## src/uart2_dma_pkg.sv

```systemverilog
package uart2_dma_pkg;

    // Register indices as printed; the byte address is four times the index.
    localparam logic [3:0] CTRL_INDEX = 4'h2;
    localparam logic [3:0] STAT_INDEX = 4'h3;
    localparam int ADDR_W = 6;
    localparam logic [ADDR_W-1:0] CTRL_ADDR = ADDR_W'({CTRL_INDEX, 2'b00});
    localparam logic [ADDR_W-1:0] STAT_ADDR = ADDR_W'({STAT_INDEX, 2'b00});

    // Control register field positions.
    localparam int CTRL_TX_HP = 5;
    localparam int CTRL_RX_HP = 4;
    localparam int CTRL_TX_IE = 3;
    localparam int CTRL_RX_IE = 2;
    localparam int CTRL_TX_EN = 1;
    localparam int CTRL_RX_EN = 0;
    localparam logic [7:0] CTRL_RW_MASK = 8'h3f;
    localparam logic [7:0] CTRL_RESET = 8'h00;

    // Status register field positions.
    localparam int STAT_TX_DONE = 1;
    localparam int STAT_RX_DONE = 0;
    localparam logic [7:0] STAT_W1C_MASK = 8'h03;
    localparam logic [7:0] STAT_RESET = 8'h00;

    // AXI response codes.
    localparam logic [1:0] RESP_OKAY = 2'h0;
    localparam logic [1:0] RESP_SLVERR = 2'h2;

    localparam int DATA_W = 8;

    // Transmit side of the DMA controller handshake.
    typedef struct packed {
        logic ack;
        logic done;
        logic [DATA_W-1:0] wdata;
    } tx_dma_in_s;

    // Receive side of the DMA controller handshake.
    typedef struct packed {
        logic ack;
        logic done;
    } rx_dma_in_s;

endpackage

```

## src/uart2_dma_request_control.sv

```systemverilog
`timescale 1ns/1ps
module uart2_dma_request_control #(
    parameter int DATA_W = uart2_dma_pkg::DATA_W
) (
    input wire logic aclk,
    input wire logic aresetn,
    // AXI4-Lite slave.
    input wire logic [uart2_dma_pkg::ADDR_W-1:0] s_axi_awaddr,
    input wire logic s_axi_awvalid,
    output logic s_axi_awready,
    input wire logic [31:0] s_axi_wdata,
    input wire logic [3:0] s_axi_wstrb,
    input wire logic s_axi_wvalid,
    output logic s_axi_wready,
    output logic [1:0] s_axi_bresp,
    output logic s_axi_bvalid,
    input wire logic s_axi_bready,
    input wire logic [uart2_dma_pkg::ADDR_W-1:0] s_axi_araddr,
    input wire logic s_axi_arvalid,
    output logic s_axi_arready,
    output logic [31:0] s_axi_rdata,
    output logic [1:0] s_axi_rresp,
    output logic s_axi_rvalid,
    input wire logic s_axi_rready,
    // System DMA controller.
    input wire uart2_dma_pkg::tx_dma_in_s tx_dma_in,
    output logic tx_dma_req,
    input wire uart2_dma_pkg::rx_dma_in_s rx_dma_in,
    output logic rx_dma_req,
    output logic [DATA_W-1:0] rx_dma_rdata,
    // Second serial port FIFOs.
    input wire logic tx_fifo_space,
    output logic tx_fifo_wr,
    output logic [DATA_W-1:0] tx_fifo_wdata,
    input wire logic rx_fifo_avail,
    input wire logic [DATA_W-1:0] rx_fifo_rdata,
    output logic rx_fifo_rd,
    // Port mode and interrupt.
    output logic tx_hp_en,
    output logic rx_hp_en,
    output logic irq
);

    logic [7:0] ctrl_reg;
    logic [7:0] ctrl_next;
    logic [7:0] stat_reg;
    logic [7:0] stat_next;
    logic aw_held_reg;
    logic [uart2_dma_pkg::ADDR_W-1:0] awaddr_reg;
    logic w_held_reg;
    logic [31:0] wdata_reg;
    logic [3:0] wstrb_reg;
    logic bvalid_reg;
    logic [1:0] bresp_reg;
    logic rvalid_reg;
    logic [31:0] rdata_reg;
    logic [1:0] rresp_reg;
    logic tx_fifo_wr_reg;
    logic [DATA_W-1:0] tx_fifo_wdata_reg;
    logic rx_fifo_rd_reg;
    logic [DATA_W-1:0] rx_dma_rdata_reg;

    // Write channel decode; the write is applied once address and data are both held.
    wire aw_take = s_axi_awvalid && s_axi_awready;
    wire w_take = s_axi_wvalid && s_axi_wready;
    wire wr_fire = aw_held_reg && w_held_reg && !bvalid_reg;
    wire wr_ctrl = wr_fire && (awaddr_reg == uart2_dma_pkg::CTRL_ADDR) && wstrb_reg[0];
    wire wr_stat = wr_fire && (awaddr_reg == uart2_dma_pkg::STAT_ADDR) && wstrb_reg[0];
    wire wr_mapped = (awaddr_reg == uart2_dma_pkg::CTRL_ADDR) || (awaddr_reg == uart2_dma_pkg::STAT_ADDR);
    wire ar_take = s_axi_arvalid && s_axi_arready;
    wire rd_ctrl = (s_axi_araddr == uart2_dma_pkg::CTRL_ADDR);
    wire rd_stat = (s_axi_araddr == uart2_dma_pkg::STAT_ADDR);

    // Holding a channel blocks its ready so the other may arrive in any order.
    assign s_axi_awready = !aw_held_reg;
    assign s_axi_wready = !w_held_reg;
    assign s_axi_bvalid = bvalid_reg;
    assign s_axi_bresp = bresp_reg;
    assign s_axi_arready = !rvalid_reg;
    assign s_axi_rvalid = rvalid_reg;
    assign s_axi_rdata = rdata_reg;
    assign s_axi_rresp = rresp_reg;

    // Enables taken from the control register.
    wire tx_en = ctrl_reg[uart2_dma_pkg::CTRL_TX_EN];
    wire rx_en = ctrl_reg[uart2_dma_pkg::CTRL_RX_EN];
    wire tx_ie = ctrl_reg[uart2_dma_pkg::CTRL_TX_IE];
    wire rx_ie = ctrl_reg[uart2_dma_pkg::CTRL_RX_IE];
    wire tx_ack_ok = tx_en && tx_dma_in.ack;
    wire rx_ack_ok = rx_en && rx_dma_in.ack && rx_fifo_avail;

    // Requests follow FIFO levels combinationally, so they drop the same cycle the enable does.
    assign tx_dma_req = tx_en && tx_fifo_space;
    assign rx_dma_req = rx_en && rx_fifo_avail;
    assign tx_hp_en = ctrl_reg[uart2_dma_pkg::CTRL_TX_HP];
    assign rx_hp_en = ctrl_reg[uart2_dma_pkg::CTRL_RX_HP];
    assign tx_fifo_wr = tx_fifo_wr_reg;
    assign tx_fifo_wdata = tx_fifo_wdata_reg;
    assign rx_fifo_rd = rx_fifo_rd_reg;
    assign rx_dma_rdata = rx_dma_rdata_reg;

    // Interrupt: each flag gated by its own enable, then ORed.
    assign irq = (stat_reg[uart2_dma_pkg::STAT_TX_DONE] && tx_ie)
        || (stat_reg[uart2_dma_pkg::STAT_RX_DONE] && rx_ie);

    // Next control value: only the writable bits take the bus data.
    assign ctrl_next = wr_ctrl ? (wdata_reg[7:0] & uart2_dma_pkg::CTRL_RW_MASK) : ctrl_reg;

    // Next status: a finish event wins over a write-one clear in the same cycle.
    // The enable bit of the next control value also clears, so disabling clears at once.
    always_comb begin
        stat_next = stat_reg;
        if (wr_stat) begin
            stat_next = stat_reg & ~(wdata_reg[7:0] & uart2_dma_pkg::STAT_W1C_MASK);
        end
        if (!ctrl_next[uart2_dma_pkg::CTRL_TX_EN]) begin
            stat_next[uart2_dma_pkg::STAT_TX_DONE] = 1'b0;
        end else if (tx_en && tx_dma_in.done) begin
            stat_next[uart2_dma_pkg::STAT_TX_DONE] = 1'b1;
        end
        if (!ctrl_next[uart2_dma_pkg::CTRL_RX_EN]) begin
            stat_next[uart2_dma_pkg::STAT_RX_DONE] = 1'b0;
        end else if (rx_en && rx_dma_in.done) begin
            stat_next[uart2_dma_pkg::STAT_RX_DONE] = 1'b1;
        end
    end

    // Register file.
    always_ff @(posedge aclk) begin
        if (!aresetn) begin
            ctrl_reg <= uart2_dma_pkg::CTRL_RESET;
            stat_reg <= uart2_dma_pkg::STAT_RESET;
        end else begin
            ctrl_reg <= ctrl_next;
            stat_reg <= stat_next;
        end
    end

    // Write address and data capture.
    always_ff @(posedge aclk) begin
        if (!aresetn) begin
            aw_held_reg <= 1'b0;
            w_held_reg <= 1'b0;
            awaddr_reg <= '0;
            wdata_reg <= 32'h0000_0000;
            wstrb_reg <= 4'h0;
        end else begin
            if (aw_take) begin
                aw_held_reg <= 1'b1;
                awaddr_reg <= s_axi_awaddr;
            end else if (wr_fire) begin
                aw_held_reg <= 1'b0;
            end
            if (w_take) begin
                w_held_reg <= 1'b1;
                wdata_reg <= s_axi_wdata;
                wstrb_reg <= s_axi_wstrb;
            end else if (wr_fire) begin
                w_held_reg <= 1'b0;
            end
        end
    end

    // Write response; an unmapped address answers with a slave error.
    always_ff @(posedge aclk) begin
        if (!aresetn) begin
            bvalid_reg <= 1'b0;
            bresp_reg <= uart2_dma_pkg::RESP_OKAY;
        end else if (wr_fire) begin
            bvalid_reg <= 1'b1;
            bresp_reg <= wr_mapped ? uart2_dma_pkg::RESP_OKAY : uart2_dma_pkg::RESP_SLVERR;
        end else if (s_axi_bready) begin
            bvalid_reg <= 1'b0;
        end
    end

    // Read channel; reserved bits come back as zero.
    always_ff @(posedge aclk) begin
        if (!aresetn) begin
            rvalid_reg <= 1'b0;
            rdata_reg <= 32'h0000_0000;
            rresp_reg <= uart2_dma_pkg::RESP_OKAY;
        end else if (ar_take) begin
            rvalid_reg <= 1'b1;
            if (rd_ctrl) begin
                rdata_reg <= {24'h00_0000, ctrl_reg};
                rresp_reg <= uart2_dma_pkg::RESP_OKAY;
            end else if (rd_stat) begin
                rdata_reg <= {24'h00_0000, stat_reg};
                rresp_reg <= uart2_dma_pkg::RESP_OKAY;
            end else begin
                rdata_reg <= 32'h0000_0000;
                rresp_reg <= uart2_dma_pkg::RESP_SLVERR;
            end
        end else if (s_axi_rready) begin
            rvalid_reg <= 1'b0;
        end
    end

    // Data movement on acknowledge; one item per acknowledged cycle.
    // A receive acknowledge is taken only while the receive FIFO has data available.
    always_ff @(posedge aclk) begin
        if (!aresetn) begin
            tx_fifo_wr_reg <= 1'b0;
            tx_fifo_wdata_reg <= '0;
            rx_fifo_rd_reg <= 1'b0;
            rx_dma_rdata_reg <= '0;
        end else begin
            tx_fifo_wr_reg <= tx_ack_ok;
            rx_fifo_rd_reg <= rx_ack_ok;
            if (tx_ack_ok) begin
                tx_fifo_wdata_reg <= tx_dma_in.wdata;
            end
            if (rx_ack_ok) begin
                rx_dma_rdata_reg <= rx_fifo_rdata;
            end
        end
    end
endmodule // uart2_dma_request_control

```

## config.mk

```make
export PLATFORM = sky130hd
export DESIGN_NAME = uart2_dma_request_control
export DESIGN_NICKNAME = d
export VERILOG_FILES = /design/src/uart2_dma_pkg.sv /design/src/uart2_dma_request_control.sv
export SDC_FILE = /design/constraint.sdc
export NUM_CORES = 1
export LEC_CHECK = 0
export BUFFER_PORTS_ARGS = -buffer_cell sky130_fd_sc_hd__buf_2
export CORE_MARGIN = 2
export CORE_UTILIZATION = 42
export DETAILED_ROUTE_END_ITERATION = 10
export PLACE_DENSITY = 0.77
export RECOVER_POWER = 100
export REMOVE_ABC_BUFFERS = 1
export SLEW_MARGIN = 0
export SYNTH_ARGS = -nofsm -noshare
export SYNTH_HDL_FRONTEND = slang
export SYNTH_SLANG_ARGS = --single-unit
```

## constraint.sdc

```tcl
create_clock -name aclk -period 2.5 [get_ports aclk]
set_input_delay 0.25 -clock aclk [delete_from_list [all_inputs] [get_ports aclk]]
set_output_delay 0.25 -clock aclk [all_outputs]
set_load 0.02 [all_outputs]
```

**Word-level counts from Yosys, hierarchy flattened**

Index checks and enable logic that the tools add are counted.

- Reduce and logical (&&, ||, !) cells: 32
- Mux-type cells: 16
- Eq/ne operators: 4
- Bitwise operators: 2

Operators by type and width:

| kind | count |
|---|---|
| $eq A6 B4 Y1 const B | 4 |
| $logic_and A1 B1 Y1 | 18 |
| $mux W8 | 2 |
| $reduce_bool A2 Y1 | 6 |
| $mux W2 | 5 |
| $mux W1 | 9 |
| $and A8 B8 Y8 | 1 |
| $not A2 Y8 | 1 |
| $logic_not A1 Y1 | 4 |
| $reduce_and A2 Y1 | 2 |
| $logic_or A1 B1 Y1 | 2 |

- Output and inout port bits: 64
- Logic and storage cells: 73
- Flip-flop bits (word level): 85

**Logic depth before layout (Yosys ltp)**

Gate-level depths: netlist of the first run.

- Word-level depth: 6
- Gate-level depth with buffers: 5
- Mapped depth without buffers: 4

**Worst setup path before layout of the first run**

Ideal clock, no wire load.

- Path kind: flip-flop to flip-flop
- Start point: reg awaddr_reg[1] (netlist bit)
- End point: reg ctrl_reg[0]
- Data required time: 2,384 ps
- Path slack: 593 ps
- Library setup time: 116 ps
- Data arrival time: 1,791 ps
- Period minus slack after synthesis: 1,907 ps
- Cell stages (with the launch flop): 5
- Buffers on the path: 0
- Cell sequence: dfxtp_1 > or4b_4 > nor4_4 > mux2i_1 > and2b_2

- Word-level cells in the longest chain between the ends: 4

Ends and longest elaborated chain:

| item | line | RTL |
|---|---|---|
| start, declared | uart2_dma_request_control.sv:49 | `logic [uart2_dma_pkg::ADDR_W-1:0] awaddr_reg;` |
| start signal, assigned | uart2_dma_request_control.sv:150 | `awaddr_reg <= s_axi_awaddr;` |
| $eq A6 B4 Y1 | uart2_dma_request_control.sv:67 | `wire wr_ctrl = wr_fire && (awaddr_reg == uart2_dma_pkg::CTRL_ADDR) && wstrb_reg[0];` |
| $logic_and A1 B1 Y1 (2 in a row) | uart2_dma_request_control.sv:67 |  |
| $mux W2 | uart2_dma_request_control.sv:107 | `assign ctrl_next = wr_ctrl ? (wdata_reg[7:0] & uart2_dma_pkg::CTRL_RW_MASK) : ctrl_reg;` |
| end signal, assigned | uart2_dma_request_control.sv:131 | `ctrl_reg <= uart2_dma_pkg::CTRL_RESET;` |
| end signal, assigned | uart2_dma_request_control.sv:134 | `ctrl_reg <= ctrl_next;` |
| end, declared | uart2_dma_request_control.sv:44 | `logic [7:0] ctrl_reg;` |

No other way between the ends.
A chain may end at the register's enable or synchronous reset.

**Worst setup path in the final report of the first run**

- Start point: reg awaddr_reg[1] (netlist bit)
- End point: reg ctrl_reg[2]

- Word-level cells in the longest chain between the ends: 3

Ends and longest elaborated chain:

| item | line |
|---|---|
| $eq A6 B4 Y1 | uart2_dma_request_control.sv:67 |
| $logic_and A1 B1 Y1 (2 in a row) | uart2_dma_request_control.sv:67 |

No other way between the ends.

==> results of run 1 <==
final cells by class:
class | count | share of cell area [%]
Timing Repair Buffer | 85 | 14.4
Multi-Input combinational cell | 169 | 39.5
Clock inverter | 1 | 1.13
Clock buffer | 6 | 2.73
Tap cell | 70 | 3.30
Inverter | 4 | 0.565
Sequential cell | 51 | 38.4
synth_stat cells:
| master | count |
|---|---|
| sky130_fd_sc_hd__nand4b_1 | 1 |
| sky130_fd_sc_hd__a21boi_0 | 17 |
| sky130_fd_sc_hd__buf_4 | 28 |
| sky130_fd_sc_hd__nor4b_2 | 2 |
| sky130_fd_sc_hd__a22oi_1 | 6 |
| sky130_fd_sc_hd__o21ai_0 | 3 |
| sky130_fd_sc_hd__or3_2 | 1 |
| sky130_fd_sc_hd__or4b_4 | 1 |
| sky130_fd_sc_hd__and3_1 | 4 |
| sky130_fd_sc_hd__nand3_1 | 8 |
| sky130_fd_sc_hd__a22o_1 | 1 |
| sky130_fd_sc_hd__conb_1 | 1 |
| sky130_fd_sc_hd__and2_1 | 3 |
| sky130_fd_sc_hd__mux2_2 | 2 |
| sky130_fd_sc_hd__nor4_1 | 2 |
| sky130_fd_sc_hd__dfxtp_1 | 51 |
| sky130_fd_sc_hd__a21oi_1 | 2 |
| sky130_fd_sc_hd__nor3_1 | 2 |
| sky130_fd_sc_hd__inv_1 | 4 |
| sky130_fd_sc_hd__nand3b_1 | 1 |
| sky130_fd_sc_hd__mux2i_1 | 19 |
| sky130_fd_sc_hd__nor2b_1 | 25 |
| sky130_fd_sc_hd__or4b_2 | 1 |
| sky130_fd_sc_hd__and2b_2 | 2 |
| sky130_fd_sc_hd__nor2_1 | 3 |
| sky130_fd_sc_hd__clkbuf_1 | 11 |
| sky130_fd_sc_hd__nand2b_1 | 2 |
| sky130_fd_sc_hd__o211a_1 | 2 |
| sky130_fd_sc_hd__nand2_1 | 30 |
| sky130_fd_sc_hd__nor4_4 | 1 |
per-stage QoR:
step	setup slack (ns)	std cells	power [W]
after floorplan	0.593	224	0.000965
after global placement	0.669	379	0.00103
after detailed placement	0.669	379	0.00103
after CTS	0.628	386	0.00158
after global routing	0.363	386	0.00162
final	0.544	386	0.00155
worst max-delay path: stages (launching register included):
cell and delay [ns]:
sky130_fd_sc_hd__dfxtp_1 0.32, sky130_fd_sc_hd__or4b_1 0.61, sky130_fd_sc_hd__nor4_4 0.34, sky130_fd_sc_hd__clkbuf_1 0.29
sky130_fd_sc_hd__mux2i_1 0.22, sky130_fd_sc_hd__nor2b_1 0.06
worst max-delay path by stage:
stage	startpoint	to	slack, ns	cells past startpoint
2_1_floorplan	awaddr_reg[1]	ctrl_reg[0]	0.59	4
3_3_place_gp	awaddr_reg[1]	ctrl_reg[1]	0.67	4
3_5_place_dp	awaddr_reg[1]	ctrl_reg[0]	0.67	4
4_1_cts	awaddr_reg[1]	ctrl_reg[0]	0.63	4
5_1_grt	awaddr_reg[1]	ctrl_reg[5]	0.36	5
6_report	awaddr_reg[1]	ctrl_reg[2]	0.54	5
kinds of logic after synthesis:
group	Yosys count	synth area share (%)
AND/OR/NAND/NOR	89	23.0
flip-flops	51	45.5
buffers and inverters	43	11.9
AO/OA/AOI/OAI	31	10.1
multiplexers	21	9.47
other	1	0.167
per-layer routing:
layer / wire length [um] / vias up / GRT usage (%)
li1: - / 893 / -
met1: 2020 / 766 / 17.7
met2: 2020 / 64 / 24.4
met3: 285 / 2 / 3.88
met4: 17 / 0 / 3.75
met5: 0 / - / 0
power by group:
group	leakage (nW)	total [W]	internal (W)	switching, W
registers	0.414	0.000848	0.000832	0.0000156
logic	0.604	0.000163	0.0000638	0.0000991
clock network	0.0513	0.000541	0.000294	0.000247
==> implementation parameters, run 1 <==
Parameter                              Value

Hold path
  Hold-critical path endpoint ... s_axi_rvalid
  Beginning of the worst hold path ... s_axi_arvalid
  HP Class ... in2reg
  Worst hold path depth ... 2

Power
  Static leakage ... 1.07 nW
  Ratio of total power to cell area ... slightly below 600 nW/um^2
  Worst IR Drop VDD ... around 0.32 mV

Yosys
  Average footprint of a synthesized cell ... around 9.5 um^2
  Area share of the largest cell type after synthesis ... approximately 45%
  Sequential element share of the synthesized area ... between 40% and 50%
  Post-synth top area cell ... sky130_fd_sc_hd__dfxtp_1
  Synthesized flop and latch total ... between 50 and 60
  Yosys synthesis warning count ... 0
  Netlist area before placement ... roughly 2200 um^2
  Number of distinct library cells after synthesis ... 30
  Post-synthesis cell count ... 236
  Most area-consuming cells after synthesis ... sky130_fd_sc_hd__dfxtp_1 45%, sky130_fd_sc_hd__buf_4 9.4%, sky130_fd_sc_hd__mux2i_1 8.5%

Setup path
  Type of the worst setup path ... reg2reg
  Crit-path max FO ... 4
  Worst r2r dst ... ctrl_reg[2]
  Worst endpoint required time ... around 2.7 ns
  Cell count of the worst reg-to-reg path ... 5
  R2r startpoint ... awaddr_reg[1]
  Startpoint type of the worst setup path ... flip-flop
  Critical Path Sink Type ... flip-flop
  Crit path DAT ... about 2.1 ns
  Worst setup slack for register-to-register paths ... 0.54 ns

Floorplanning
  Placement Rows ... 26
  Die boundary height ... 77.1 um
  IO Count ... 141
  Core Footprint ... 5140 um^2
  Die Area ... 5950 um^2
  Initial cell density of the core ... 43.7%
  Overall die width ... 77.1 um

Placement
  Cell area reported after detailed placement ... ~2600 um^2
  Buffers on Ports ... 83
  Final RePlAce weighted congestion ... about 0.74
  Detailed placement HPWL ... 3250 um

Timing
  Count of final setup violators ... 0
  Max-slew headroom at the worst pin ... -10.0%
  Total negative setup slack ... 0 ns
  Max Fclk ... 511 MHz
  Worst-Margin Slew ... approximately 1.6 ns
  Worst Hold Margin ... between 0.15 and 0.2 ns
  Period utilization ... about four fifths
  Worst-case clock skew ... just over 0.007 ns
  Final Max Slew Viols ... 52
  RSZ-0062 raised after global routing ... false
  Fin. Hold Viols ... 0
  Post-layout min period ... about 2.0 ns

CTS
  Clk pin slew, worst setup/hold paths ... 0.09 ns
  Total setup buffers inserted after CTS ... 0
  Clock sink count ... approximately 50
  Deepest level of the CTS H-tree ... 2
  # resized after CTS ... 0
  Hold_buf cts ... 0
  CTS Buf Count ... 5
  CTS tree ... built
  Cell at the root of the clock tree ... sky130_fd_sc_hd__clkbuf_8
  Clock latency at the later pin of the worst-skew pair ... roughly 0.29 ns
  Maximum buffer depth of the clock tree ... 2

Global route
  Via count of the first global-routing pass ... around 1.6k
  Pin count of the biggest net entering global routing ... 52
  Total overflow reported by the global router ... 0
  Wire length of the first global-routing pass ... a little over 7000 um
  Total global routing track utilization ... between 10 and 15%
  Number of antenna violations at the first check in global routing ... 0

Drt
  Detailed-router iteration count before antenna repair ... 4
  Via-to-Cell Ratio ... ~4.5
  Count of routing violations after the opening detailed-route iteration ... 64
  Via Count ... 1725
  DRC viols ... 0
  ANT nets after route ... 0
  Routed wire length ... roughly 4300 um
  DR WL/cell ... approximately 11 um

Cells and area
  Footprint of the multi-input gates ... 1050 um^2
  Share of cells above drive strength 1 ... 19.6%
  Layout-stage area growth over the synthesis result ... 18.3%
  Post-route core utilization ... around half
  Leading cell type in the layout, fill and taps excluded ... sky130_fd_sc_hd__dfxtp_1
  FF+latch area ... slightly above 1000 um^2
  Number of fill cells ... just over 500
  Layout Cell Area excl Fill ... about 2700 um^2
  Highest-count cells in the layout ignoring fill and taps ... 51 x sky130_fd_sc_hd__dfxtp_1, 47 x sky130_fd_sc_hd__buf_2, 38 x sky130_fd_sc_hd__clkbuf_1, 30 x sky130_fd_sc_hd__nand2_1, 28 x sky130_fd_sc_hd__conb_1
  Inserted Diodes ... 0
  Nets ... a little under 400

Flow run
  Max-cap violations ... 1

Outcome
  Violations in the final reports ... capacitance limit, slew limit
  Outcome ... finished, violations left
(Power assumes the default switching activity.)
==> run 2, diff against run 1 <==
==> constraint.sdc (replaced) <==
create_clock -name aclk -period 1.9 [get_ports aclk]
set_input_delay 0.19 -clock aclk [delete_from_list [all_inputs] [get_ports aclk]]
set_output_delay 0.19 -clock aclk [all_outputs]
set_load 0.02 [all_outputs]
==> run 2 against run 1 <==
Against the previous run:
- the flow now finishes without violations
- power is 30% higher
- utilization increased by 0.75 points
- register-to-register slack got worse by 0.42 ns
- combinational power increased by 34%
- routed wire length grew 0.85%
- clock-buffer cell count rose by 1
- clock skew hardly changed
- largest cell class unchanged
==> implementation parameters, run 2 (synthesis gave the netlist of run 1 again) <==
Parameter                              Value

Outcome
  Outcome ... finished, final reports clean

Global route
  Number of antenna violations at the first check in global routing ... 0 (unchanged)
  Via count of the first global-routing pass ... 1592 (-0.75%)
  Pin count of the biggest net entering global routing ... 32 (-38%)
  Total overflow reported by the global router ... 0 (unchanged)
  Wire length of the first global-routing pass ... 7220 um (+2.3%)
  Total global routing track utilization ... 14.9% (+0.62 points)

Timing
  Post-layout min period ... 1.77 ns (-0.182 ns)
  Period utilization ... 93.4% (+15 points)
  Worst-case clock skew ... 0.00761 ns (+0.000429 ns)
  Worst-Margin Slew ... 0.511 ns (-1.14 ns)
  Count of final setup violators ... 0 (unchanged)
  Min setup slack post-route ... 0.126 ns (-0.418 ns)
  Worst Hold Margin ... 0.124 ns (-0.0736 ns)
  RSZ-0062 raised after global routing ... false
  Max Fclk ... 564 MHz (+10%)
  Max-slew headroom at the worst pin ... 66.0% (+76 points)
  Final Max Slew Viols ... 0 (-100%)
  Fin. Hold Viols ... 0 (unchanged)

Setup path
  Worst setup slack for register-to-register paths ... 0.13 ns (-0.42 ns)
  Type of the worst setup path ... reg2reg
  Worst r2r dst ... ctrl_reg[0]
  Crit path DAT ... 1.97 ns (-0.17 ns)
  Worst endpoint required time ... 2.10 ns (-0.58 ns)
  Startpoint type of the worst setup path ... flip-flop
  Critical Path Sink Type ... flip-flop
  R2r startpoint ... awaddr_reg[1]
  Crit-path max FO ... 3 (-1)
  Cell count of the worst reg-to-reg path ... 4 (-1)

Drt
  ANT nets after route ... 0 (unchanged)
  Routed wire length ... 4380 um (+0.85%)
  Detailed-router iteration count before antenna repair ... 4 (unchanged)
  Via-to-Cell Ratio ... 4.50 (+0.70%)
  Via Count ... 1764 (+2.3%)
  DR WL/cell ... 11.2 um (-0.69%)
  DRC viols ... 0 (unchanged)
  Count of routing violations after the opening detailed-route iteration ... 63 (-1.6%)

Floorplanning
  IO Count ... 141 (unchanged)
  Overall die width ... 77.1 um (unchanged)
  Die boundary height ... 77.1 um (unchanged)
  Placement Rows ... 26 (unchanged)
  Initial cell density of the core ... 43.7% (unchanged)
  Die Area ... 5950 um^2 (unchanged)
  Core Footprint ... 5140 um^2 (unchanged)

Cells and area
  Non-filler cells, final ... 392 (+1.6%)
  FF+latch area ... 1020 um^2 (unchanged)
  Number of fill cells ... 527 (+2.3%)
  Share of cells above drive strength 1 ... 21.4% (+1.8 points)
  Leading cell type in the layout, fill and taps excluded ... sky130_fd_sc_hd__dfxtp_1
  Layout-stage area growth over the synthesis result ... 20.1%
  Highest-count cells in the layout ignoring fill and taps ... 51 x sky130_fd_sc_hd__dfxtp_1, 48 x sky130_fd_sc_hd__buf_2, 39 x sky130_fd_sc_hd__clkbuf_1, 30 x sky130_fd_sc_hd__nand2_1, 28 x sky130_fd_sc_hd__conb_1
  Inserted Diodes ... 0 (unchanged)
  Footprint of the multi-input gates ... 1060 um^2 (+0.95%)
  Nets ... 398 (+1.3%)

Placement
  Buffers on Ports ... 83 (unchanged)
  Final RePlAce weighted congestion ... 0.745 (+0.54%)
  # placed instances ... 384 (+1.3%)
  Post-place setup slack ... 0.0377 ns (-0.631 ns)
  Detailed placement HPWL ... 3380 um (+3.9%)

CTS
  CTS tree ... built
  Deepest level of the CTS H-tree ... 2 (unchanged)
  # resized after CTS ... 0 (unchanged)
  Clk pin slew, worst setup/hold paths ... 0.09 ns (about the same)
  Clock sink count ... 51 (unchanged)
  Clock latency at the later pin of the worst-skew pair ... 0.30 ns (about the same)
  Cell at the root of the clock tree ... sky130_fd_sc_hd__clkbuf_8
  CTS Buf Count ... 5 (unchanged)
  Maximum buffer depth of the clock tree ... 2 (unchanged)

Flow run
  Max-cap violations ... 0 (-1)

Hold path
  Hold-critical path endpoint ... s_axi_rvalid
  Worst hold path depth ... 2 (unchanged)
  Beginning of the worst hold path ... s_axi_arvalid
  HP Class ... in2reg

Power
  Worst IR Drop VDD ... 0.467 mV (+44%)
  Total power draw ... 0.00201 W (+30%)
  Ratio of total power to cell area ... 747 nW/um^2 (+28%)
  Static leakage ... 1.09 nW (+1.7%)
-- run 2: stage by stage --
stage	TNS [ns]	utilization, %	cell area, um^2
5_1_grt	0	52.5	2700
2_1_floorplan	-0.0135	-	2100
3_3_place_gp	0	51.6	2650
3_5_place_dp	0	51.6	2650
6_report	0	52.5	2700
4_1_cts	0	53.6	2760
-- run 2: where the power goes --
part | switching (W) | internal (W) | leakage, nW
logic | 0.000132 | 0.0000872 | 0.623
registers | 0.0000202 | 0.00110 | 0.414
clock network | 0.000347 | 0.000332 | 0.0505
-- run 2: critical path, stage by stage, from the launching register on --
cell                      delay [ns]
sky130_fd_sc_hd__dfxtp_1        0.32
sky130_fd_sc_hd__or4b_4         0.56
sky130_fd_sc_hd__nor4_4         0.25
sky130_fd_sc_hd__mux2i_1        0.29
sky130_fd_sc_hd__and2b_2        0.25
-- run 2: how the worst max path moves through the flow --
stage | start | end | slack (ns) | cells after the start
2_1_floorplan | awaddr_reg[1] | ctrl_reg[0] | -0.007 | 4
3_3_place_gp | awaddr_reg[1] | ctrl_reg[0] | 0.08 | 4
3_5_place_dp | awaddr_reg[1] | ctrl_reg[0] | 0.04 | 4
4_1_cts | awaddr_reg[1] | ctrl_reg[0] | 0.02 | 4
5_1_grt | awaddr_reg[1] | ctrl_reg[1] | 0.0002 | 4
6_report | awaddr_reg[1] | ctrl_reg[0] | 0.13 | 4
-- run 2: layout make-up --
class | count | area share (%)
clock buffers | 7 | 3.57
clock inverters | 1 | 0.278
inverters | 4 | 0.557
multi-input cells | 169 | 39.3
flip-flops and latches | 51 | 37.9
well taps | 70 | 3.25
repair buffers | 90 | 15.2
-- run 2: routing by layer --
layer  vias up  share of wire, %  track usage [%]
met1       789                45             18.3
met4         0              0.34             5.00
met5         -                 0                0
li1        909                 -                -
met2        64                47             24.3
met3         2               7.3             5.18
-- run 2: timing repair --
action / 4_1_cts / 5_1_grt
hold buffers: 0 / 0
endpoints found under the hold margin: 0 / 0
setup buffers: 0 / 0
endpoints found under the setup margin: 0 / 5
